## src/shared/fault_alert_pkg.sv

```systemverilog
/*
  constants shared by the fault alert engine and its code mapper:
  register byte offsets, reset values, fault codes and flag positions.
  assumes a 32-bit avalon-mm register slave with one aligned word per register.
*/
package fault_alert_pkg;

  // -----------------------------------------------------------------
  // register map (byte addresses)
  // -----------------------------------------------------------------
  localparam logic [7:0] FAULT_CODE_OFS   = 8'h00;  // last fault code, read clears legacy alert
  localparam logic [7:0] LEGACY_MASK_OFS  = 8'h04;  // legacy code mask
  localparam logic [7:0] FLAG_BITS_OFS    = 8'h08;  // per-condition flags, write 0 clears
  localparam logic [7:0] FLAG_ENABLE_OFS  = 8'h0c;  // per-flag enable mask
  localparam logic [7:0] LINE_STATE_OFS   = 8'h10;  // line state, bit 0 is the alert line

  // -----------------------------------------------------------------
  // widths and field positions
  // -----------------------------------------------------------------
  localparam int         CODE_W           = 8;      // width of a fault code
  localparam int         NUM_FAULTS       = 8;      // number of fault conditions
  localparam int         LINE_ALERT_BIT   = 0;      // alert level in the line state word

  // -----------------------------------------------------------------
  // reset values
  // -----------------------------------------------------------------
  localparam logic [7:0] FAULT_CODE_RST   = 8'h00;
  localparam logic [7:0] LEGACY_MASK_RST  = 8'h00;
  localparam logic [7:0] FLAG_BITS_RST    = 8'h00;
  localparam logic [7:0] FLAG_ENABLE_RST  = 8'hff;  // standard scheme live out of reset

  // -----------------------------------------------------------------
  // fault codes, one per flag position
  // -----------------------------------------------------------------
  localparam logic [7:0] host_in_overflow_code    = 8'h08;
  localparam logic [7:0] host_out_overflow_code   = 8'h09;
  localparam logic [7:0] reg_write_fail_code      = 8'h13;
  localparam logic [7:0] missing_ack_code         = 8'h20;
  localparam logic [7:0] payload_crc_fail_code    = 8'h40;
  localparam logic [7:0] header_crc_fail_code     = 8'h42;
  localparam logic [7:0] ack_seq_mismatch_code    = 8'h43;
  localparam logic [7:0] invalid_packet_type_code = 8'h44;

  // code table indexed by flag position, entry 0 in the low byte
  localparam logic [NUM_FAULTS-1:0][CODE_W-1:0] CODE_TABLE = {
    invalid_packet_type_code, ack_seq_mismatch_code, header_crc_fail_code,
    payload_crc_fail_code, missing_ack_code, reg_write_fail_code,
    host_out_overflow_code, host_in_overflow_code};

endpackage

```

## src/verilog/radio_fault_alert_engine.sv

```systemverilog
/*
  fault alert engine: last fault code, per-condition flags, legacy code
  mask and per-flag enable mask, driving one alert line toward the host.
  assumes fault event pulses from logic on CLK and an avalon-mm master
  that holds its request until waitrequest is low.
*/
`timescale 1ns/100ps

// Summary of operation
// - nonzero legacy mask selects legacy alert source
// - legacy alert sets on masked nonzero fault
// - only a fault code read clears legacy
// - mask write leaves legacy latch untouched
// - new fault overwrites the held code
// - overflow and write failure codes recorded
// - missing acknowledgement records its code
// - crc and sequence errors record codes
// - bad packet type records its code
// - legacy masking is a bitwise and
// - codes stored whatever the mask holds
// - every stored code also sets flag
// - standard alert equals flags and enable
// - flag or enable writes re-evaluate alert
// - other enabled flags keep alert asserted
// - alert level readable in line state
module radio_fault_alert_engine
  import fault_alert_pkg::*;
(
  // clock and reset
  input  wire logic                  CLK,
  input  wire logic                  RESET,
  // fault event pulses, one per condition
  input  wire logic [NUM_FAULTS-1:0] FAULT_EVENT,
  // avalon-mm register slave
  input  wire logic [7:0]            AVS_ADDRESS,
  input  wire logic                  AVS_READ,
  input  wire logic                  AVS_WRITE,
  input  wire logic [3:0]            AVS_BYTEENABLE,
  input  wire logic [31:0]           AVS_WRITEDATA,
  output logic      [31:0]           AVS_READDATA,
  output logic                       AVS_WAITREQUEST,
  // alert toward the host
  output logic                       FAULT_ALERT_LINE
);

  // -----------------------------------------------------------------
  // state
  // -----------------------------------------------------------------
  logic [CODE_W-1:0]     fault_code_r;       // last fault code
  logic [CODE_W-1:0]     fault_code_nxt;
  logic [CODE_W-1:0]     legacy_mask_r;      // legacy code mask
  logic [CODE_W-1:0]     legacy_mask_nxt;
  logic [NUM_FAULTS-1:0] flag_bits_r;        // per-condition flags
  logic [NUM_FAULTS-1:0] flag_bits_nxt;
  logic [NUM_FAULTS-1:0] flag_enable_r;      // per-flag enables
  logic [NUM_FAULTS-1:0] flag_enable_nxt;
  logic                  legacy_alert_r;     // legacy alert latch
  logic                  legacy_alert_nxt;
  logic                  ack_r;              // bus answer phase
  logic [31:0]           readdata_r;         // registered read data
  logic [31:0]           readdata_nxt;

  // -----------------------------------------------------------------
  // fault code mapping
  // -----------------------------------------------------------------
  logic [CODE_W-1:0]     new_code;           // code of this cycle's fault
  logic                  fault_any;          // any fault this cycle

  fault_code_map u_map (
    .event_v (FAULT_EVENT),
    .code    (new_code),
    .any     (fault_any)
  );

  // -----------------------------------------------------------------
  // bus decode
  // -----------------------------------------------------------------
  wire logic req        = AVS_READ | AVS_WRITE;          // request pending
  wire logic wr_take    = AVS_WRITE & ack_r;             // write takes effect now
  wire logic rd_take    = AVS_READ & ack_r;              // read is taken now
  wire logic hit_code   = AVS_ADDRESS == FAULT_CODE_OFS;
  wire logic hit_mask   = AVS_ADDRESS == LEGACY_MASK_OFS;
  wire logic hit_flags  = AVS_ADDRESS == FLAG_BITS_OFS;
  wire logic hit_enable = AVS_ADDRESS == FLAG_ENABLE_OFS;
  wire logic hit_line   = AVS_ADDRESS == LINE_STATE_OFS;
  wire logic lane0      = AVS_BYTEENABLE[0];              // registers live in byte 0
  wire logic wdat_keep  = wr_take & lane0;

  // -----------------------------------------------------------------
  // alert derivation
  // -----------------------------------------------------------------
  wire logic legacy_mode    = legacy_mask_r != '0;
  wire logic legacy_hit     = fault_any & ((new_code & legacy_mask_r) != '0);
  wire logic code_read      = rd_take & hit_code;
  wire logic standard_alert = (flag_bits_r & flag_enable_r) != '0;

  // line follows the selected scheme; legacy source is a register, standard source is decoded from registers
  assign FAULT_ALERT_LINE = legacy_mode ? legacy_alert_r : standard_alert;

  // -----------------------------------------------------------------
  // next-state logic
  // -----------------------------------------------------------------
  // code register: any fault overwrites, mask plays no part
  assign fault_code_nxt = fault_any ? new_code : fault_code_r;

  // legacy latch: set wins over the read clear; mask writes do not touch it
  assign legacy_alert_nxt = legacy_hit ? 1'b1 : (code_read ? 1'b0 : legacy_alert_r);

  // mask and enable writes through byte lane 0
  assign legacy_mask_nxt = (wdat_keep & hit_mask) ? AVS_WRITEDATA[CODE_W-1:0] : legacy_mask_r;
  assign flag_enable_nxt = (wdat_keep & hit_enable) ? AVS_WRITEDATA[NUM_FAULTS-1:0] : flag_enable_r;

  // flags: written zeros clear, written ones keep, new faults set and win
  wire logic [NUM_FAULTS-1:0] flag_kept = (wdat_keep & hit_flags) ?
                                          (flag_bits_r & AVS_WRITEDATA[NUM_FAULTS-1:0]) : flag_bits_r;
  assign flag_bits_nxt = flag_kept | FAULT_EVENT;

  // read mux, unmapped addresses read zero
  always_comb begin
    readdata_nxt = '0;
    unique case (1'b1)
      hit_code:   readdata_nxt[CODE_W-1:0]     = fault_code_r;
      hit_mask:   readdata_nxt[CODE_W-1:0]     = legacy_mask_r;
      hit_flags:  readdata_nxt[NUM_FAULTS-1:0] = flag_bits_r;
      hit_enable: readdata_nxt[NUM_FAULTS-1:0] = flag_enable_r;
      hit_line:   readdata_nxt[LINE_ALERT_BIT] = FAULT_ALERT_LINE;
      default:    readdata_nxt                 = '0;
    endcase
  end

  // -----------------------------------------------------------------
  // registers
  // -----------------------------------------------------------------
  // fault state, cleared by reset except the enables, which reset to all ones
  always_ff @(posedge CLK or posedge RESET) begin
    if (RESET) begin
      fault_code_r   <= FAULT_CODE_RST;
      legacy_mask_r  <= LEGACY_MASK_RST;
      flag_bits_r    <= FLAG_BITS_RST;
      flag_enable_r  <= FLAG_ENABLE_RST;
      legacy_alert_r <= 1'b0;
    end else begin
      fault_code_r   <= fault_code_nxt;
      legacy_mask_r  <= legacy_mask_nxt;
      flag_bits_r    <= flag_bits_nxt;
      flag_enable_r  <= flag_enable_nxt;
      legacy_alert_r <= legacy_alert_nxt;
    end
  end

  // bus answer: one wait cycle, then data stands at the taking edge
  always_ff @(posedge CLK or posedge RESET) begin
    if (RESET) begin
      ack_r      <= 1'b0;
      readdata_r <= '0;
    end else begin
      ack_r      <= req & ~ack_r;
      readdata_r <= (AVS_READ & ~ack_r) ? readdata_nxt : readdata_r;
    end
  end

  assign AVS_WAITREQUEST = req & ~ack_r;
  assign AVS_READDATA    = readdata_r;
endmodule

```

## src/verilog/fault_code_map.sv

```systemverilog
/*
  maps a vector of fault event pulses to the code that is stored.
  assumes the events come from logic on the same clock; when several
  fire together the highest flag position wins the code.
*/
`timescale 1ns/100ps

module fault_code_map
  import fault_alert_pkg::*;
(
  // fault events
  input  wire logic [NUM_FAULTS-1:0] event_v,
  // resulting code
  output logic      [CODE_W-1:0]     code,
  output logic                       any
);

  // -----------------------------------------------------------------
  // priority encode, later entries override earlier ones
  // -----------------------------------------------------------------
  always_comb begin
    code = '0;
    for (int i = 0; i < NUM_FAULTS; i++) begin
      if (event_v[i]) begin
        code = CODE_TABLE[i];
      end
    end
  end

  assign any = |event_v;

endmodule

```

## config.mk

```make
export PLATFORM = sky130hd
export DESIGN_NAME = radio_fault_alert_engine
export DESIGN_NICKNAME = d
export VERILOG_FILES = /design/src/shared/fault_alert_pkg.sv /design/src/verilog/radio_fault_alert_engine.sv /design/src/verilog/fault_code_map.sv
export SDC_FILE = /design/constraint.sdc
export NUM_CORES = 1
export LEC_CHECK = 0
export BUFFER_PORTS_ARGS = -buffer_cell sky130_fd_sc_hd__buf_4
export CORE_ASPECT_RATIO = 1.2
export CORE_MARGIN = 2
export CORE_UTILIZATION = 48
export DETAILED_ROUTE_END_ITERATION = 10
export GPL_TIMING_DRIVEN = 0
export PLACE_DENSITY = 0.8
export SKIP_CTS_REPAIR_TIMING = 1
export SLEW_MARGIN = 20
export SYNTH_ARGS = -nofsm -noshare
export SYNTH_HDL_FRONTEND = slang
export SYNTH_SLANG_ARGS = --single-unit
```

## constraint.sdc

```tcl
create_clock -name CLK -period 1.6 [get_ports CLK]
set_input_delay 0.16 -clock CLK [delete_from_list [all_inputs] [get_ports CLK]]
set_output_delay 0.16 -clock CLK [all_outputs]
set_load 0.01 [all_outputs]
```

==> flow_metrics.tcl, run 1 <==
set metrics [dict create \
    max_stage_delay_ns 0.39 \
    vias 1689 \
    fillerInstances 392 \
    crit_required_ns 1.44 \
    antenna_found_initial 0 \
    vdd_drop_max_mv 0.469 \
    worstPathMaxFanout 3 \
    reg2reg_from "ack_r" \
    violations "setup timing" \
    synthToLayoutAreaGrowth_pct 26.4 \
    drtIter0Drc 70 \
    ys_warn_count 0 \
    cap_violations 0 \
    worstSetupPathType "flip-flop to output pin" \
    coreArea_um2 4530 \
    hold_violations 0 \
    synth_seq_cells 41 \
    regArea_um2 1040 \
    skew_ns 0.00670 \
    worstSkewPairLatency_ns 0.29 \
    drive_gt1_share_pct 46.1 \
    gp_congestion 0.896 \
    tritoncts "yes" \
    gr-total-overflow 0 \
    final_nets 322 \
    htree_num_levels 2 \
    hp-start "FAULT_EVENT[7]" \
    root_buffer "clkbuf_8" \
    drc 0 \
    critPathSlowestCell "dfrtp_1" \
    fp.dieH_um 78.4 \
    diodes 0 \
    slew_viol_final 0 \
    synth_top_area_share_pct 37.3 \
    clk_path_buf_depth 2 \
    synth_ff_type "dfrtp_1" \
    yosys.area.top_type "dfrtp_1" \
    numCtsBuffers 5 \
    status "finished, violations left" \
    avgSynthCellArea_um2 11.3 \
    cp-startpoint "flag_bits_r[1]" \
    finalCritPeriodShare_pct 108 \
    synthArstFlopShare_pct 100 \
    grt_pass1_wl_um 7790 \
    num_rows 27 \
    path_cells "a22o_1 -> a221oi_2 -> and4_1 -> nor2_1 -> buf_4" \
    setup_viol 1 \
    rrSetupSlack_ns 0.12 \
    via_per_inst 5.20 \
    max_freq_mhz 581 \
    die_x_um 66.0 \
    die_area_um2 5170 \
    synth_area_um2 2210 \
    ys_seq_area_share_pct 46.8 \
    grt_max_degree 27 \
    ioPinCount 90 \
    syn_inst 196 \
    crit_path_end_kind "output pin" \
    grt.total_usage_pct 19.7 \
    clkTransAtPathRegs_ns 0.08 \
    leakage_nw 1.30 \
    ys_types 43 \
    min_path_type "primary input to flip-flop" \
    pre_cts_slack_ns -0.241 \
    ant_nets 0 \
    synth_edf_count 0 \
    setup_slack_ns -0.122 \
    final_common_cell "buf_4" \
    final_util_pct 61.8 \
    clock-sinks 41 \
    drt-total-wl_um 4670 \
    p_per_area_nw_per_um2 747 \
    multi_input_area_um2 1050 \
    dr.pass1.iters 4 \
    most-common-layout-cells "63 x buf_4, 33 x dfrtp_1, 24 x conb_1" \
    yosys-top-cells-area "dfrtp_1 37%, dfstp_2 9.5%, mux2_2 9.2%" \
    rsz0062_at_grt "yes" \
    first_global_vias 1628 \
    initial_core_util_pct 48.9 \
    port_buffers 37 \
    detail_route.wl_per_cell_um 14.4 \
    cp.arrival_ns 1.56 \
    worst_setup_path_start_kind "flip-flop" \
    dpl.hpwl_um 3670 \
    period_minus_slack_ns 1.72 \
]
## cell type report
cell class	count	share of cell area [%]
clock buffer	8	2.86
sequential	41	37.0
inverter	8	1.07
timing repair buffer	41	11.5
tap	58	2.59
multi-input combinational	142	37.7
buffer	27	7.20
## stage by stage
step | hold WS [ns] | power, W | cells | area, um^2 | setup TNS (ns)
after floorplan | 0.263 | 0.00131 | 219 | 2300 | 0
after CTS | -0.162 | 0.00210 | 323 | 2750 | -0.248
final | 0.0691 | 0.00209 | 325 | 2800 | -0.122
after global placement | 0.374 | 0.00144 | 314 | 2650 | -3.47
after detailed placement | 0.155 | 0.00145 | 315 | 2670 | -3.22
after global routing | 0.0778 | 0.00220 | 325 | 2800 | -0.203
## metal layers
layer	wire [um]	track usage [%]	up-vias
met4	122	7.96	0
met5	0	0	-
li1	-	-	800
met3	341	4.15	11
met1	1880	26.0	805
met2	2320	31.6	73
## final timing paths
check / end / cells after the start
setup / recovery: FAULT_ALERT_LINE / 5
hold / removal: fault_code_r[0] / 2
setup reg to reg: flag_enable_r[1] / 4
hold reg to reg: AVS_READDATA[1] / 2
max in group asynchronous: flag_enable_r[5] / 4
min in group asynchronous: legacy_mask_r[6] / 3
## report_power, final
| group | internal, W | switching (W) | total, W |
|---|---|---|---|
| sequential | 0.00107 | 0.0000228 | 0.00109 |
| clock | 0.000310 | 0.000332 | 0.000642 |
| combinational | 0.000185 | 0.000169 | 0.000354 |
## critical path: cells and delay by family, from the launching register on
kind,cells,cell delay [ns]
compound gates,2,0.43
buf+inv,1,0.15
flops,1,0.39
simple gates,2,0.31
## cells in the mapped netlist, types with 2 or more instances
cell type	instances
inv_1	8
buf_2	2
a21oi_1	3
nand3_1	3
a21o_2	4
nand2_1	12
nor4_1	4
a221oi_1	3
dfrtp_1	33
a22o_1	2
mux4_2	7
buf_4	24
o21ai_0	15
o31ai_1	2
nor3_1	3
nor2_1	10
nand4_1	2
or3_1	3
mux2_2	18
dfstp_2	8
nand2b_1	8
## cells by family (layout without fill, tap and decap cells)
kind of cell	Yosys count	after routing	synth area share, %
and+or+nand+nor	58	58	15.4
DFF	41	41	46.8
buffers and inverters	36	84	10.6
AOI/OAI and AO/OA	35	35	10.7
muxes	25	25	16.3
other	1	24	0.169
## sequential cells by signal (all words and copies together) (netlist names)
signal / count
ack_r: 1
flag_bits_r: 8
legacy_alert_r: 1
legacy_mask_r: 8
flag_enable_r: 8
AVS_READDATA: 8
fault_code_r: 7
No activity file was read; power rests on OpenSTA's default activity.
==> run 2, diff against run 1 <==
Settings changed: CORE_UTILIZATION 48 to 49, SYNTH_HIERARCHICAL from default to 1.
==> flow_metrics.tcl, run 2 <==
set metrics [dict create \
    status "finished, violations left" \
    violations "setup timing" \
    max_freq_mhz 573 \
    synth_seq_cells 42 \
    hold_path_end "flag_bits_r[0]" \
    fillerInstances 368 \
    cap_violations 0 \
    diodes 0 \
    clkTransAtPathRegs_ns 0.08 \
    clock-sinks 42 \
    final_util_pct 66.3 \
    rrSetupSlack_ns 0.05 \
    synth_ff_type "dfrtp_1" \
    syn_inst 208 \
    yosys.area.top_type "dfrtp_1" \
    grt_util_met1_pct 28.1 \
    placed_area_um2 2830 \
    numCtsBuffers 5 \
    synthToLayoutAreaGrowth_pct 29.5 \
    tritoncts "yes" \
    crit_required_ns 1.44 \
    detail_route.wl_per_cell_um 15.7 \
    hold_violations 0 \
    first_global_vias 1694 \
    slew_viol_final 0 \
    critPathSlowestCell "dfrtp_1" \
    grt_util_met3_pct 4.65 \
    final_common_cell "buf_4" \
    grt.total_usage_pct 22.1 \
    holdPathStages 2 \
    hp-start "FAULT_EVENT[0]" \
    crit_path_end_kind "output pin" \
    synthArstFlopShare_pct 100 \
    final_nets 340 \
    setup_slack_ns -0.146 \
    skew_ns 0.00635 \
    leakage_nw 1.47 \
    via_per_inst 5.11 \
    ys_types 36 \
    synth_area_um2 2350 \
    pre_cts_slack_ns -0.597 \
    ioPinCount 90 \
    avgSynthCellArea_um2 11.3 \
    drt-total-wl_um 5370 \
    vias 1752 \
    setup_viol 1 \
    min_path_type "primary input to flip-flop" \
    die_x_um 67.2 \
    drc 0 \
    worst_setup_path_start_kind "flip-flop" \
    gr-usage-met2_pct 37.4 \
    dp_cells 327 \
    dr.pass1.iters 4 \
    port_buffers 37 \
    antenna_found_initial 0 \
    max_slew_margin_pct 52.5 \
    ant_nets 0 \
    synth_edf_count 0 \
    drive_gt1_share_pct 50.5 \
    tightest_slew_ns 0.713 \
    drtIter0Drc 91 \
    worstPathMaxFanout 3 \
    rsz0062_at_grt "yes" \
    holdWs_ns 0.0708 \
    most-common-layout-cells "71 x buf_4, 33 x dfrtp_1, 31 x mux2_2" \
    dpl.hpwl_um 3950 \
    path_cells "a22o_1 -> a221oi_2 -> and4_1 -> nor2_1 -> buf_4" \
    die_area_um2 5370 \
    num_rows 27 \
    worstSetupPathType "flip-flop to output pin" \
    vdd_drop_max_mv 0.582 \
    clk_path_buf_depth 2 \
    ys_warn_count 6 \
    busiest_layer "met2" \
    finalCritPeriodShare_pct 109 \
    finalInstanceArea_um2 3050 \
    initial_core_util_pct 51.2 \
    grt_pass1_wl_um 8650 \
    gp_congestion 0.905 \
    synth_common_cells "34 x dfrtp_1, 31 x mux2_2, 26 x buf_4" \
    worstSkewPairLatency_ns 0.30 \
    r2r_cells 4 \
    rr_endpoint "flag_enable_r[3]" \
    period_minus_slack_ns 1.75 \
    yosys-top-cells-area "dfrtp_1 36%, mux2_2 15%, dfstp_2 8.9%" \
    fp.dieH_um 79.9 \
    gr-total-overflow 0 \
    cp.arrival_ns 1.59 \
    grt_max_degree 23 \
    htree_num_levels 2 \
    p_per_area_nw_per_um2 710 \
    reg2reg_from "ack_r" \
    ys_seq_area_share_pct 45.1 \
    root_buffer "clkbuf_8" \
    synth_top_area_share_pct 36.2 \
    coreArea_um2 4590 \
    max_stage_delay_ns 0.41 \
    synth_most_common_cell "dfrtp_1" \
    final_cells 343 \
]
-- run 2: cell count changes after synthesis, moves of 3 or more --
cell and delta:
mux2i_1 +7, mux2_2 +13, nand2_1 +5, o211ai_2 +7, clkbuf_1 +3, a21o_1 +8
o21ai_0 -14, nand3_1 -3, a21o_2 -4, a22oi_1 +4, mux4_2 -6, or4_1 +3
inv_1 -4
-- run 2: layout make-up --
cell class              instances  area [um^2]  share of cell area [%]
well taps                      58         72.6                    2.38
repair buffers                 47          375                    12.3
clock buffers                   7         86.3                    2.83
inverters                       4         15.0                   0.493
clock inverters                 1         5.00                   0.164
plain buffers                  32          236                    7.77
multi-input cells             152         1190                    39.2
flip-flops and latches         42         1060                    34.9
-- run 2: cells by family after synthesis --
kind of cell / synth area share, %
DFF: 45.1
other: 0.319
muxes: 18.8
AOI/OAI and AO/OA: 11.0
buffers and inverters: 10.5
and+or+nand+nor: 14.3
-- run 2: through the flow --
| stage | setup TNS, ns | power, W |
|---|---|---|
| after floorplan | -0.800 | 0.00132 |
| after global placement | -17.45 | 0.00144 |
| after detailed placement | -12.76 | 0.00145 |
| after CTS | -5.02 | 0.00215 |
| after global routing | -0.408 | 0.00227 |
| final | -0.146 | 0.00216 |
-- run 2: how the worst max path moves through the flow --
stage	end	cells past startpoint	slack, ns	start
2_1_floorplan	AVS_READDATA[2]	5	-0.11	AVS_ADDRESS[1]
3_3_place_gp	AVS_READDATA[4]	5	-0.78	ack_r
3_5_place_dp	flag_bits_r[4]	5	-0.60	AVS_ADDRESS[3]
4_1_cts	AVS_READDATA[4]	5	-0.36	ack_r
5_1_grt	FAULT_ALERT_LINE	5	-0.25	flag_bits_r[5]
6_report	FAULT_ALERT_LINE	5	-0.15	flag_bits_r[5]
-- run 2: worst max-delay path: cells and delay by family (launching register included) --
family                 cells  cell delay [ns]
AO/OA/AOI/OAI              2             0.44
buffers and inverters      1             0.14
flip-flops                 1             0.41
AND/OR/NAND/NOR            2             0.30
-- run 2: metal layers --
layer  part of all wire, %  vias to the layer above
met3                   5.5                        8
met1                    41                      832
met4                   1.8                        0
li1                      -                      853
met2                    52                       59
met5                     0                        -
-- run 2: power breakdown --
part	internal [W]	total [W]	switching (W)
Combinational	0.000178	0.000343	0.000164
Sequential	0.00109	0.00112	0.0000218
Clock	0.000348	0.000702	0.000354
